===== config.mk =====
export PLATFORM = sky130hd
export DESIGN_NAME = sfbc_top
export DESIGN_NICKNAME = d
export VERILOG_FILES = /design/src/hdl/sfbc_pkg.sv /design/src/hdl/sfbc_top.sv
export SDC_FILE = /design/constraint.sdc
export NUM_CORES = 1
export LEC_CHECK = 0
export BUFFER_PORTS_ARGS = -buffer_cell sky130_fd_sc_hd__buf_2
export CAP_MARGIN = 0
export CORE_MARGIN = 3
export CORE_UTILIZATION = 47
export DETAILED_ROUTE_END_ITERATION = 8
export GPL_TIMING_DRIVEN = 0
export SLEW_MARGIN = 15
export SYNTH_ARGS = -nofsm -noshare
export SYNTH_HDL_FRONTEND = slang
export SYNTH_SLANG_ARGS = --single-unit

===== constraint.sdc =====
create_clock -name mclk -period 17 [get_ports mclk]
set_input_delay 4.25 -clock mclk [delete_from_list [all_inputs] [get_ports mclk]]
set_output_delay 4.25 -clock mclk [all_outputs]
set_load 0.005 [all_outputs]

===== src/hdl/sfbc_pkg.sv =====
package sfbc_pkg;
    // register offsets (byte addresses, word aligned)
    localparam logic [7:0] REG_CMD       = 8'h00;
    localparam logic [7:0] REG_TEST_ANG  = 8'h04;
    localparam logic [7:0] REG_ANG_ERR   = 8'h08;
    localparam logic [7:0] REG_MGR_ERR   = 8'h0C;
    localparam logic [7:0] REG_ABS_CFG   = 8'h10;
    localparam logic [7:0] REG_HOME_OFS  = 8'h14;
    localparam logic [7:0] REG_POS_OUT   = 8'h18;
    localparam logic [7:0] REG_PHYS_POS  = 8'h1C;
    localparam logic [7:0] REG_AUX_CFG   = 8'h20;
    localparam logic [7:0] REG_SIM_RATE  = 8'h24;
    localparam logic [7:0] REG_SIM_POS   = 8'h28;
    localparam logic [7:0] REG_SEL_POS   = 8'h2C;
    localparam logic [7:0] REG_SEL_RATE  = 8'h30;
    localparam logic [7:0] REG_BRK_CFG   = 8'h34;
    localparam logic [7:0] REG_REL_DLY   = 8'h38;
    localparam logic [7:0] REG_ENG_DLY   = 8'h3C;
    localparam logic [7:0] REG_BRK_STAT  = 8'h40;
    localparam logic [7:0] REG_PHYS_VEL  = 8'h44;
    // manager command and error codes
    localparam logic [15:0] CMD_PHASE_TEST = 16'h14BE; // 5310
    localparam logic [15:0] CMD_PHASE_SAVE = 16'h14C8; // 5320
    localparam logic [15:0] CMD_HOME       = 16'h0001;
    localparam logic [15:0] ERR_PHASING    = 16'h14B5; // 5301
    localparam logic [15:0] ERR_NONE       = 16'h0000;
    // phasing limit on absolute angle error, in angle counts
    localparam logic [15:0] PHASE_ERR_LIMIT = 16'h0200;
    // sensor range; single and multiturn, 24-bit counts
    localparam logic [31:0] SENSOR_MAX      = 32'h00FF_FFFF;
    // reset values
    localparam logic [31:0] REL_DLY_RST     = 32'h0000_03E8;
    localparam logic [31:0] ENG_DLY_RST     = 32'h0000_03E8;
    // velocity sample window in cycles
    localparam int          VEL_WIN_US      = 1000;
    localparam int          CLK_MHZ         = 10;
    localparam logic [15:0] VEL_WIN_CYC     = 16'(VEL_WIN_US * CLK_MHZ);

    typedef enum logic [3:0] {
        SFBC_OFF     = 4'b0001,
        SFBC_RELEASE = 4'b0010,
        SFBC_RUN     = 4'b0100,
        SFBC_ENGAGE  = 4'b1000
    } sfbc_brk_t;

    typedef struct packed {
        logic       phase_a;
        logic       phase_b;
        logic       index;
    } sfbc_quad_t;
endpackage


===== src/hdl/sfbc_top.sv =====
// Our own choices: the register addresses and the strobed register port.
`timescale 1ns/1ps
// Contract
// RULE_01: controller writes the test angle before issuing command 5310.
// RULE_02: after a phasing test, the angle error is readable.
// RULE_03: angle error above fixed limit raises manager error 5301.
// RULE_04: command 5320 stores the phasing result persistently.
// RULE_05: controller ends phasing test through the normal disable procedure.
// RULE_06: multiturn sensor defaults absolute mode to 1, position absolute.
// RULE_07: singleturn sensor defaults absolute mode 0, incremental until set.
// RULE_08: in absolute mode homing offset applies and is retained.
// RULE_09: controller re-homes after count or direction change, incremental.
// RULE_10: direction reversal mirrors position between zero and sensor maximum.
// RULE_11: tracking beyond range; power-down out of range voids homing.
// RULE_12: only an incremental quadrature encoder is the physical aux source.
// RULE_13: simulated aux encoder advances at a set rate under run/stop.
// RULE_14: external encoder drives A on I/O 0, B on I/O 1, index optional.
// RULE_15: direction 0 counts up when phase A leads phase B.
// RULE_16: direction 1 counts down; selector picks physical or simulated.
// RULE_17: brake follows every motor enable and disable automatically.
// RULE_18: on enable release brake, reject motion until release delay ends.
// RULE_19: on disable engage brake, hold current until engage delay ends.
// RULE_20: manual brake command honoured only while the motor is disabled.
module sfbc_top
    import sfbc_pkg::*;
(
    input  wire logic        mclk,          // 10 MHz drive clock
    input  wire logic        nrst,          // async reset, active low
    input  wire logic [7:0]  addr,          // register byte address
    input  wire logic [31:0] wdata,         // register write data
    input  wire logic        wr,            // write strobe
    input  wire logic        rd,            // read strobe
    output logic      [31:0] rdata,         // read data, cycle after rd
    input  wire logic        multiturn,     // sensor is multiturn absolute
    input  wire logic [31:0] sensor_pos,    // raw motor sensor position
    input  wire logic [15:0] meas_angle,    // measured electrical angle
    input  wire logic        phase_done,    // pulse: phasing measure finished
    output logic             phase_start,   // pulse: start phasing measure
    output logic             nvm_store,     // pulse: persist phasing/offset
    input  wire sfbc_quad_t  quad_in,       // aux encoder on I/O 0..2
    input  wire logic        motor_en_req,  // enable request from profile
    output logic             brake_release, // high: brake coil released
    output logic             current_on,    // high: motor current applied
    output logic             motion_ok      // high: motion commands accepted
);
    logic rst_s1_q, rst_s2_q;
    logic rst_n;

    // reset release through two flops; assertion stays asynchronous
    always_ff @(posedge mclk or negedge nrst) begin
        if (!nrst) begin
            rst_s1_q <= 1'b0;
            rst_s2_q <= 1'b0;
        end else begin
            rst_s1_q <= 1'b1;
            rst_s2_q <= rst_s1_q;
        end
    end
    assign rst_n = rst_s2_q;

    function automatic logic [15:0] abs16(input logic [15:0] v);
        return v[15] ? 16'(-v) : v;
    endfunction

    logic [15:0] test_ang_q, ang_err_q, mgr_err_q;
    logic        abs_mode_q, reverse_q, home_valid_q, strap_done_q;
    logic [31:0] home_ofs_q, pos_out_q;
    logic        phase_busy_q;
    logic        cmd_wr;

    assign cmd_wr = wr && addr == REG_CMD;

    // phasing test: start, capture error, raise manager error
    always_ff @(posedge mclk or negedge rst_n) begin
        if (!rst_n) begin
            test_ang_q   <= 16'h0000;
            ang_err_q    <= 16'h0000;
            mgr_err_q    <= ERR_NONE;
            phase_busy_q <= 1'b0;
            phase_start  <= 1'b0;
            nvm_store    <= 1'b0;
        end else begin
            phase_start <= 1'b0;
            nvm_store   <= 1'b0;
            if (wr && addr == REG_TEST_ANG)
                test_ang_q <= wdata[15:0];
            if (wr && addr == REG_MGR_ERR)
                mgr_err_q <= ERR_NONE;        // software clear
            if (cmd_wr && wdata[15:0] == CMD_PHASE_TEST) begin
                phase_busy_q <= 1'b1;
                phase_start  <= 1'b1;
            end
            if (cmd_wr && wdata[15:0] == CMD_PHASE_SAVE)
                nvm_store <= 1'b1;            // RULE_04
            if (cmd_wr && wdata[15:0] == CMD_HOME && abs_mode_q)
                nvm_store <= 1'b1;            // RULE_08
            if (phase_busy_q && phase_done) begin
                phase_busy_q <= 1'b0;
                ang_err_q    <= 16'(meas_angle - test_ang_q); // RULE_02
                // set wins over a clear in the same cycle
                if (abs16(16'(meas_angle - test_ang_q)) > PHASE_ERR_LIMIT)
                    mgr_err_q <= ERR_PHASING; // RULE_03
            end
        end
    end

    // absolute mode default is caught once after reset release
    always_ff @(posedge mclk or negedge rst_n) begin
        if (!rst_n) begin
            abs_mode_q   <= 1'b0;
            strap_done_q <= 1'b0;
            reverse_q    <= 1'b0;
        end else begin
            strap_done_q <= 1'b1;
            if (!strap_done_q)
                abs_mode_q <= multiturn;      // RULE_06 RULE_07
            else if (wr && addr == REG_ABS_CFG)
                abs_mode_q <= wdata[0];       // RULE_07
            if (wr && addr == REG_ABS_CFG)
                reverse_q <= wdata[1];
        end
    end

    logic [31:0] shifted;
    // homing offset and reversal; wraps are tracked by 32-bit arithmetic
    assign shifted = sensor_pos + home_ofs_q;  // RULE_11

    always_ff @(posedge mclk or negedge rst_n) begin
        if (!rst_n) begin
            home_ofs_q   <= 32'h0000_0000;
            home_valid_q <= 1'b0;
            pos_out_q    <= 32'h0000_0000;
        end else begin
            if (cmd_wr && wdata[15:0] == CMD_HOME) begin
                home_ofs_q   <= 32'(-sensor_pos); // RULE_08
                home_valid_q <= 1'b1;
            end else if (wr && addr == REG_HOME_OFS) begin
                home_ofs_q   <= wdata;        // restored from nvm
                home_valid_q <= 1'b1;
            end else if (!abs_mode_q || sensor_pos > SENSOR_MAX) begin
                home_valid_q <= home_valid_q && !(!strap_done_q);
            end
            // after reset, sensor beyond range voids the stored homing
            if (!strap_done_q && sensor_pos > SENSOR_MAX)
                home_valid_q <= 1'b0;         // RULE_11
            if (reverse_q)
                pos_out_q <= SENSOR_MAX - shifted; // RULE_10
            else
                pos_out_q <= shifted;
        end
    end

    logic [1:0]  quad_q;
    logic [31:0] phys_pos_q, sim_pos_q, sim_rate_q;
    logic [31:0] phys_vel_q, vel_base_q, sel_pos_q, sel_rate_q;
    logic [15:0] vel_cnt_q;
    logic        phys_dir_q, sim_run_q, sel_sim_q;

    // quadrature decode; only a quadrature encoder is accepted
    always_ff @(posedge mclk or negedge rst_n) begin
        if (!rst_n) begin
            quad_q     <= 2'h0;
            phys_pos_q <= 32'h0000_0000;
        end else begin
            quad_q <= {quad_in.phase_a, quad_in.phase_b}; // RULE_12 RULE_14
            // a leads b: step when state moves 00-10-11-01
            if (quad_q[1] ^ quad_q[0]
                ^ quad_in.phase_a ^ quad_in.phase_b) begin
                if ((quad_in.phase_a ^ quad_q[0]) ^ phys_dir_q)
                    phys_pos_q <= phys_pos_q + 32'h1; // RULE_15
                else
                    phys_pos_q <= phys_pos_q - 32'h1; // RULE_16
            end
        end
    end

    // physical velocity: counts per sample window
    always_ff @(posedge mclk or negedge rst_n) begin
        if (!rst_n) begin
            vel_cnt_q  <= 16'h0000;
            vel_base_q <= 32'h0000_0000;
            phys_vel_q <= 32'h0000_0000;
        end else if (vel_cnt_q == VEL_WIN_CYC - 16'h1) begin
            vel_cnt_q  <= 16'h0000;
            vel_base_q <= phys_pos_q;
            phys_vel_q <= phys_pos_q - vel_base_q;
        end else begin
            vel_cnt_q <= vel_cnt_q + 16'h1;
        end
    end

    // aux config, simulated encoder and source selection
    always_ff @(posedge mclk or negedge rst_n) begin
        if (!rst_n) begin
            phys_dir_q <= 1'b0;
            sim_run_q  <= 1'b0;
            sel_sim_q  <= 1'b0;
            sim_rate_q <= 32'h0000_0000;
            sim_pos_q  <= 32'h0000_0000;
            sel_pos_q  <= 32'h0000_0000;
            sel_rate_q <= 32'h0000_0000;
        end else begin
            if (wr && addr == REG_AUX_CFG) begin
                phys_dir_q <= wdata[0];
                sim_run_q  <= wdata[1];
                sel_sim_q  <= wdata[2];
            end
            if (wr && addr == REG_SIM_RATE)
                sim_rate_q <= wdata;
            if (wr && addr == REG_SIM_POS)
                sim_pos_q <= wdata;
            else if (sim_run_q)
                sim_pos_q <= sim_pos_q + sim_rate_q; // RULE_13
            sel_pos_q  <= sel_sim_q ? sim_pos_q  : phys_pos_q; // RULE_16
            sel_rate_q <= sel_sim_q ? sim_rate_q : phys_vel_q;
        end
    end

    sfbc_brk_t   brk_q;
    logic [31:0] rel_dly_q, eng_dly_q, brk_cnt_q;
    logic        manual_q;

    // brake sequencing tied to enable and disable
    always_ff @(posedge mclk or negedge rst_n) begin
        if (!rst_n) begin
            brk_q     <= SFBC_OFF;
            brk_cnt_q <= 32'h0000_0000;
        end else begin
            unique case (brk_q)
                SFBC_OFF: if (motor_en_req) begin
                    brk_q     <= SFBC_RELEASE; // RULE_17
                    brk_cnt_q <= rel_dly_q;
                end
                SFBC_RELEASE: if (!motor_en_req) begin
                    brk_q     <= SFBC_ENGAGE;
                    brk_cnt_q <= eng_dly_q;
                end else if (brk_cnt_q <= 32'h1) begin
                    brk_q <= SFBC_RUN;         // RULE_18
                end else begin
                    brk_cnt_q <= brk_cnt_q - 32'h1;
                end
                SFBC_RUN: if (!motor_en_req) begin
                    brk_q     <= SFBC_ENGAGE;  // RULE_17
                    brk_cnt_q <= eng_dly_q;
                end
                SFBC_ENGAGE: if (brk_cnt_q <= 32'h1) begin
                    brk_q <= SFBC_OFF;         // RULE_19
                end else begin
                    brk_cnt_q <= brk_cnt_q - 32'h1;
                end
                default: brk_q <= SFBC_OFF;
            endcase
        end
    end

    // delays and manual brake; manual command only counts when disabled
    always_ff @(posedge mclk or negedge rst_n) begin
        if (!rst_n) begin
            rel_dly_q <= REL_DLY_RST;
            eng_dly_q <= ENG_DLY_RST;
            manual_q  <= 1'b0;
        end else begin
            if (wr && addr == REG_REL_DLY)
                rel_dly_q <= wdata;
            if (wr && addr == REG_ENG_DLY)
                eng_dly_q <= wdata;
            if (brk_q != SFBC_OFF)
                manual_q <= 1'b0;             // RULE_20
            else if (wr && addr == REG_BRK_CFG)
                manual_q <= wdata[0];         // RULE_20
        end
    end

    assign brake_release = (brk_q == SFBC_OFF) ? manual_q
                         : (brk_q != SFBC_ENGAGE);
    assign current_on = brk_q != SFBC_OFF;    // RULE_19
    assign motion_ok  = brk_q == SFBC_RUN;    // RULE_18

    // read port: unmapped addresses read zero
    always_ff @(posedge mclk or negedge rst_n) begin
        if (!rst_n) begin
            rdata <= 32'h0000_0000;
        end else if (rd) begin
            unique case (addr)
                REG_TEST_ANG: rdata <= {16'h0000, test_ang_q};
                REG_ANG_ERR:  rdata <= {16'h0000, ang_err_q}; // RULE_02
                REG_MGR_ERR:  rdata <= {16'h0000, mgr_err_q};
                REG_ABS_CFG:  rdata <= {29'h0, home_valid_q,
                                        reverse_q, abs_mode_q};
                REG_HOME_OFS: rdata <= home_ofs_q;
                REG_POS_OUT:  rdata <= pos_out_q;
                REG_PHYS_POS: rdata <= phys_pos_q;
                REG_AUX_CFG:  rdata <= {29'h0, sel_sim_q,
                                        sim_run_q, phys_dir_q};
                REG_SIM_RATE: rdata <= sim_rate_q;
                REG_SIM_POS:  rdata <= sim_pos_q;
                REG_SEL_POS:  rdata <= sel_pos_q;
                REG_SEL_RATE: rdata <= sel_rate_q;
                REG_BRK_CFG:  rdata <= {31'h0, manual_q};
                REG_REL_DLY:  rdata <= rel_dly_q;
                REG_ENG_DLY:  rdata <= eng_dly_q;
                REG_BRK_STAT: rdata <= {28'h0, brk_q};
                REG_PHYS_VEL: rdata <= phys_vel_q;
                default:      rdata <= 32'h0000_0000;
            endcase
        end else begin
            rdata <= 32'h0000_0000;
        end
    end

    a_rel_hold: assert property (@(posedge mclk) disable iff (!rst_n)
        $rose(current_on) && rel_dly_q >= 32'h2 |-> !motion_ok [*2]) // RULE_18
        else $error("motion accepted right after enable");
    a_eng_hold: assert property (@(posedge mclk) disable iff (!rst_n)
        $fell(motion_ok) && !motor_en_req |-> current_on && !brake_release)
        // RULE_19
        else $error("current removed before engage delay");
    a_manual_en: assert property (@(posedge mclk) disable iff (!rst_n)
        brk_q == SFBC_RUN |=> !manual_q) // RULE_20
        else $error("manual brake kept while enabled");
    a_phase_err: assert property (@(posedge mclk) disable iff (!rst_n)
        phase_busy_q && phase_done &&
        abs16(16'(meas_angle - test_ang_q)) > PHASE_ERR_LIMIT
        |=> mgr_err_q == ERR_PHASING) // RULE_03
        else $error("phasing error not reported");
    a_phase_res: assert property (@(posedge mclk) disable iff (!rst_n)
        phase_busy_q && phase_done
        |=> ang_err_q == 16'($past(meas_angle) - $past(test_ang_q))) // RULE_02
        else $error("phasing result not captured");
    a_save_cmd: assert property (@(posedge mclk) disable iff (!rst_n)
        cmd_wr && wdata[15:0] == CMD_PHASE_SAVE |=> nvm_store) // RULE_04
        else $error("save command did not store");
    a_quad_up: assert property (@(posedge mclk) disable iff (!rst_n)
        !phys_dir_q && quad_q == 2'b00 && quad_in.phase_a
        && !quad_in.phase_b |=> phys_pos_q == $past(phys_pos_q) + 32'h1)
        // RULE_15
        else $error("forward count wrong");
    a_sim_run: assert property (@(posedge mclk) disable iff (!rst_n)
        sim_run_q && !(wr && addr == REG_SIM_POS)
        |=> sim_pos_q == $past(sim_pos_q) + $past(sim_rate_q)) // RULE_13
        else $error("simulated encoder did not advance");
    a_abs_dflt: assert property (@(posedge mclk) disable iff (!rst_n)
        rst_n && !strap_done_q |=> abs_mode_q == $past(multiturn)) // RULE_06
        else $error("absolute mode default wrong");
endmodule // sfbc_top


Word level (Yosys, flattened, before mapping)
Cells that the tools add are included.
{"block": "word_totals", "regBits": 499, "in_bits": 98, "out_inout_bits": 37, "elab_cells": 153}
{"block": "classes", "add_sub_neg": 11, "magnitude_cmp": 3, "n_eq_ne": 32, "mux": 40, "bitwise": 5, "reduce_logical": 30}
{"cell": "one-hot mux 32 bit (17 select lines)", "n": 1}
{"cell": "2-to-1 mux 32 bit", "n": 13}
{"cell": "one-hot mux 32 bit (4 select lines)", "n": 1}
{"cell": "2-to-1 mux 16 bit", "n": 5}
{"cell": "adder 32 bit", "n": 2}
{"cell": "equality test 8 x 6 -> 1 bit, second input constant", "n": 8}
{"cell": "subtractor 32 x 1 -> 32 bit, second input constant", "n": 2}
{"cell": "adder 32 x 1 -> 32 bit, second input constant", "n": 1}
{"cell": "equality test 16 x 13 -> 1 bit, second input constant", "n": 2}
{"cell": "equality test 8 x 5 -> 1 bit, second input constant", "n": 4}
{"cell": "greater-than comparator 32 x 24 -> 1 bit, second input constant", "n": 1}
{"cell": "<= comparator 32 x 1 -> 1 bit, second input constant", "n": 1}
{"cell": "negator 32 bit", "n": 1}
{"cell": "subtractor 24 x 32 -> 32 bit, first input constant", "n": 1}
{"cell": "subtractor 32 bit", "n": 1}
{"cell": "2-to-1 mux 4 bit", "n": 5}
{"cell": "logical AND 1 bit", "n": 18}
{"cell": "adder 16 x 1 -> 16 bit, second input constant", "n": 1}
{"cell": "equality test 16 x 1 -> 1 bit, second input constant", "n": 1}
{"cell": "equality test 16 x 14 -> 1 bit, second input constant", "n": 1}
{"cell": "equality test 8 x 4 -> 1 bit, second input constant", "n": 2}
{"cell": "equality test 8 x 7 -> 1 bit, second input constant", "n": 2}
{"cell": "greater-than comparator 16 x 10 -> 1 bit, second input constant", "n": 1}
{"cell": "negator 16 bit", "n": 1}
{"cell": "other kinds (21)", "n": 45}

Logic depth before layout (Yosys ltp)
{"block": "depth", "depth_word": 6, "depth_mapped": 15, "depth_no_buf": 15}

Worst setup path before layout
Ideal clock, no wire load.
{"block": "synth_path", "path_kind": "input to register", "from": "input quad_in[2] (netlist bit)", "to": "register phys_pos_q[20]", "setup_time_ns": 0.083, "arrival_ns": 8.107, "required_time_ns": 16.917, "setup_slack_ns": 8.810, "cell_stages": 15, "path_buffers": 0, "path_cell_list": "xor2_1 -> xnor2_1 -> inv_1 -> fa_1 -> nor2b_1 -> o21ai_0 -> a21boi_0 -> o2111ai_1 -> a31oi_1 -> a21oi_1 -> o21bai_1 -> o21a_1 -> nor2_1 -> xor2_1 -> o21ai_0"}
{"block": "synth_via", "elab_chain_cells": 3, "word_cells_on_any_way": 5, "classes_between": "mux (1); bitwise (4)"}
{"element": "start: declaration", "line": "sfbc_top.sv:40", "source": "input wire sfbc_quad_t quad_in,"}
{"element": "XOR 1 bit (2 in series)", "line": "sfbc_top.sv:169", "source": "if ((quad_in.phase_a ^ quad_q[0]) ^ phys_dir_q)"}
{"element": "2-to-1 mux 32 bit", "line": "sfbc_top.sv:169"}
{"element": "end signal: assignment", "line": "sfbc_top.sv:170", "source": "phys_pos_q <= phys_pos_q + 32'h1;"}
{"element": "end signal: assignment", "line": "sfbc_top.sv:172", "source": "phys_pos_q <= phys_pos_q - 32'h1;"}
{"element": "end: declaration", "line": "sfbc_top.sv:154", "source": "logic [31:0] phys_pos_q, sim_pos_q, sim_rate_q;"}
Parallel ways exist; a longest one is shown, timed or not.
A chain may end at the register's enable or synchronous reset.

Final worst setup path
{"block": "layout_path", "from": "input meas_angle[0]", "to": "register mgr_err_q[11]"}
{"block": "layout_via", "elab_chain_cells": 6}
{"element": "start: declaration", "line": "sfbc_top.sv:36", "source": "input wire logic [15:0] meas_angle,"}
{"element": "subtractor 16 bit *", "line": "sfbc_top.sv:101", "source": "if (abs16(16'(meas_angle - test_ang_q)) > PHASE_ERR_LIMIT)"}
{"element": "negator 16 bit", "line": "sfbc_top.sv:62", "source": "return v[15] ? 16'(-v) : v;"}
{"element": "2-to-1 mux 16 bit *", "line": "sfbc_top.sv:62"}
{"element": "greater-than comparator 16 x 10 -> 1 bit *", "line": "sfbc_top.sv:101"}
{"element": "2-to-1 mux 16 bit *", "line": "sfbc_top.sv:101"}
{"element": "2-to-1 mux 16 bit *", "line": "sfbc_top.sv:97", "source": "if (phase_busy_q && phase_done) begin"}
{"element": "end signal: assignment", "line": "sfbc_top.sv:78", "source": "mgr_err_q <= ERR_NONE;"}
{"element": "end signal: assignment", "line": "sfbc_top.sv:88", "source": "mgr_err_q <= ERR_NONE;"}
{"element": "end signal: assignment", "line": "sfbc_top.sv:102", "source": "mgr_err_q <= ERR_PHASING;"}
{"element": "end: declaration", "line": "sfbc_top.sv:65", "source": "logic [15:0] test_ang_q, ang_err_q, mgr_err_q;"}
Mark *: on every way between the ends. The rest lies on a longest branch, timed or not.

==> metrics.md <==
| Metric | Value |
|---|---|
| Count of flip-flops with a built-in enable after synthesis | `0` |
| Per-cell routed wire length | `27.8 um` |
| Transition time at the pin with the least slew margin | `1080 ps` |
| Cell type group with the largest total delay on the critical path | `compound AO/OA/AOI/OAI gates` |
| Core Box Area | `60,700 sq um` |
| Hold-fix buffer count after cts | `0` |
| Placed cell areas | `30,900 sq um` |
| Standard-cell rows | `90` |
| Final cell area excluding filler cells | `32,900 sq um` |
| Sw Pwr | `0.00172 W` |
| Total wire length | `110 mm` |
| Global-route wire length before repair | `160 mm` |
| CTS tree | `built` |
| Final critical-path required period | `7410 ps` |
| Count of input and output buffers | `130` |
| Die Span Y | `254 um` |
| Internal power consumption | `0.00274 W` |
| Crit path arrival time | `7910 ps` |
| I/O pin cnt | `135` |
| Part of the total power dissipated in combinational logic | `33.7%` |
| Worst slack at placement | `9050 ps` |
| Post-synthesis instance total | `2,910` |
| Worst IR drop on VDD | `96.7 uV` |
| Share of power burned in the clock network | `29.6%` |
| Clock network latency to the later pin of the worst-skew pair | `630 ps` |
| Die Wd | `254 um` |
| HPWL after DPL | `86.4 mm` |
| Crit end category | `register` |
| Global-route congestion overflow total | `0` |
| Biggest area contributors in the synthesized netlist | `dfrtp_1 (42%), mux2_2 (7.5%), ha_1 (6.2%)` |
| Deepest clock path buffer count | `3` |
| Vias | `25.2k` |
| Class of the tightest hold or removal check | `reg2async` |
| Worst-path maximum fanout | `9` |
| Leakage power total | `14.8 nW` |
| DRC marker count from the first detailed-route iteration | `2,551` |
| Highest clock frequency the design can meet | `135 MHz` |
| Layout Nets | `3,359` |
| Fraction of final layout cells sized beyond drive strength 1 | `15.5%` |
| FFs w/ async S/R, synth | `100%` |
| Final slew viol count | `0` |
| Tcrit/Tclk final | `43.6%` |
| Part of the total power dissipated in sequential elements | `36.7%` |
| Setup fix buffers added after clock tree synthesis | `0` |
| Post-Route Skew | `26.4 ps` |
| Worst setup slack after layout | `9590 ps` |
| Synth cell count leaders | `dfrtp_1 (486), nand2_1 (246), o21ai_0 (241)` |
| Outcome | `completed` |
| Sw Ratio | `38.6%` |
| Startpoint type of the worst setup path | `input pin` |
| Cell breakdown of the critical path | `buf_2 > inv_1 > ha_1 > inv_1 > fa_1 > a21o_1 > a21oi_2 > o211ai_1 > a211oi_1 > o31ai_1 > a21oi_1 > xnor2_2 > and4bb_4 > a311oi_4 > a21oi_4 > and2_1` |
| PostCTS Resize Cnt | `0` |
| DRC Markers | `0` |
| Type of the worst setup path | `in2reg` |
| Number of different library cells in the post-synthesis netlist | `88` |
| Antenna violations before repair | `8` |
| Maximum number of pins on one net before global-route repair | `64` |
| Synth Flop Type | `dfrtp_1` |
| # fillers | `5,403` |
| RSZ-0062 raised after global routing | `no` |
| CTS sink cnt | `499` |
| Max Cap Violations | `0` |
| Maximum cell stage delay along the critical path | `560 ps` |
| Pwr/cell area | `136 nW/um^2` |
| FF+latch area | `12,500 sq um` |
| Reg2Reg Launch Point | `test_ang_q[0]` |
| Final Wtd Congestion | `0.993` |
| Final-report setup violation count | `0` |
| Capture point of the worst reg-to-reg path | `mgr_err_q[11]` |
| Cell with the most instances on the worst path | `inv_1` |
| Area used by multi-input combinational logic | `15,600 sq um` |
| Internal reg-to-reg setup slack | `12,870 ps` |
| Number of buffers created by CTS | `58` |
| H-tree depth | `2` |
| FF-to-FF path depth | `14` |
| Sequential-to-total area share from yosys stat | `43.1%` |
| Post-synthesis register bit count | `499` |
| Area growth from synthesis to layout | `13.5%` |
| Global Route Usage Sum | `33.6%` |
| Worst slew margin relative to its limit | `27.8%` |
| Die footprint | `64,700 sq um` |
| Average size of a mapped cell | `9.97 sq um` |
| Most used standard cell by instance count after synthesis | `dfrtp_1` |
| Total count of hold-check failures in the final report | `0` |
| Worst setup path startpoint | `meas_angle[0]` |
| Worst-path clk slew | `60 ps` |
| Cell Area, Synth | `29,000 sq um` |
| Post-detailed-route count of antenna-violating nets | `0` |
| Clk root buf | `clkbuf_16` |
| Critical path required time | `17,500 ps` |
| Synth warn | `0` |
| Number of vias per cell after detailed routing | `6.40` |
| Starting density of the core | `47.8%` |
| Buffering stage count on the worst path with inverters included | `3` |
| Leading area contributor after synthesis | `dfrtp_1` |
| First-pass iteration count of the detailed router | `9` |
| Portion of synthesized cell area occupied by the leading cell type | `41.9%` |
| CP max stage cell | `a311oi_4` |
| Number of global-route vias before repair | `24.4k` |
[final cells by class]
type                    count  share of cell area, %
multi-input cells        2179                   47.5
flip-flops and latches    499                   38.0
clock buffers              84                   5.26
well taps                 782                   2.97
repair buffers            142                   2.81
plain buffers             136                   1.56
inverters                  97                   1.11
clock inverters            21                  0.798
diodes                      3                 0.0228
[flip-flops by register name, summed over array words and instances, names as in the netlist, 2 cells and up]
name	cells
pos_out_q	32
ang_err_q	16
phys_vel_q	32
test_ang_q	16
brk_q	4
mgr_err_q	16
sel_pos_q	32
quad_q	2
vel_cnt_q	16
vel_base_q	32
sim_pos_q	32
eng_dly_q	32
sel_rate_q	32
brk_cnt_q	32
phys_pos_q	32
rdata	32
sim_rate_q	32
rel_dly_q	32
home_ofs_q	32
[per-stage QoR]
stage               hold WS, ps  total power [W]  TNS (ps)  utilization, %  std cells
finish                      341          0.00446         0            54.3       3943
global placement            337          0.00307  -1740630            50.5       3823
CTS                         353          0.00444         0            54.3       3940
global route                364          0.00469         0            54.3       3940
detailed placement          340          0.00312         0            51.0       3835
floorplan                   331          0.00262         0               -       2911
[worst max path at each step]
stage,endpoint,depth (start not counted)
after floorplan,abs_mode_q,0
after global placement,brk_cnt_q[27],0
after detailed placement,phys_pos_q[31],16
after CTS,mgr_err_q[6],16
after global routing,mgr_err_q[6],16
final,mgr_err_q[11],16
[layout by cell type, fill, tap and decap left out, drive strengths merged, types with 19 or more instances in the layout]
cell / Yosys / layout
buf: 20 / 162
a21o: 67 / 67
nand3: 42 / 42
nand2b: 20 / 20
a222oi: 30 / 30
mux2i: 54 / 54
and3: 19 / 19
nand2: 246 / 246
a21oi: 170 / 170
a211oi: 19 / 19
a22oi: 58 / 58
a221oi: 77 / 77
o21ai: 245 / 245
and2: 24 / 24
mux2: 192 / 192
nor2: 176 / 176
dfrtp: 486 / 486
ha: 143 / 143
nand4: 23 / 23
clkbuf: 116 / 200
a22o: 57 / 57
xnor2: 124 / 124
inv: 97 / 97
xor2: 75 / 75
a31oi: 52 / 52
nor3: 60 / 60
[per-layer routing]
| metal | wire, um | track usage (%) | up-vias |
|---|---|---|---|
| met5 | 38 | 0 | - |
| met4 | 4030 | 11.6 | 6 |
| met3 | 10400 | 7.39 | 238 |
| met2 | 48800 | 52.2 | 1192 |
| met1 | 46600 | 46.6 | 12600 |
| li1 | - | - | 11200 |
[cells by family after synthesis]
logic type      Yosys count  share of synthesized area [%]
xor+xnor                199                           6.03
fa+ha+maj               148                           6.51
other cells               1                         0.0129
mux                     247                           9.39
buf+inv                 233                           3.03
simple gates            697                           11.3
compound gates          886                           20.7
flops                   499                           43.1
[worst reg2reg max path: cells and delay by family, from the launching register on]
| kind | cells | cell delay [ps] |
|---|---|---|
| flops | 1 | 450 |
| compound gates | 8 | 2190 |
| simple gates | 2 | 500 |
| xor+xnor | 1 | 190 |
| buf+inv | 1 | 60 |
| fa+ha+maj | 2 | 610 |
[power by group through the flow]
| stage | clock network [W] | logic [W] | registers [W] |
|---|---|---|---|
| floorplan | 0 | 0.00111 | 0.00152 |
| global placement | 0 | 0.00142 | 0.00166 |
| detailed placement | 0 | 0.00148 | 0.00164 |
| CTS | 0.00134 | 0.00149 | 0.00162 |
| global route | 0.00138 | 0.00166 | 0.00165 |
| finish | 0.00132 | 0.00150 | 0.00164 |
No activity file was read; power rests on OpenSTA's default activity.
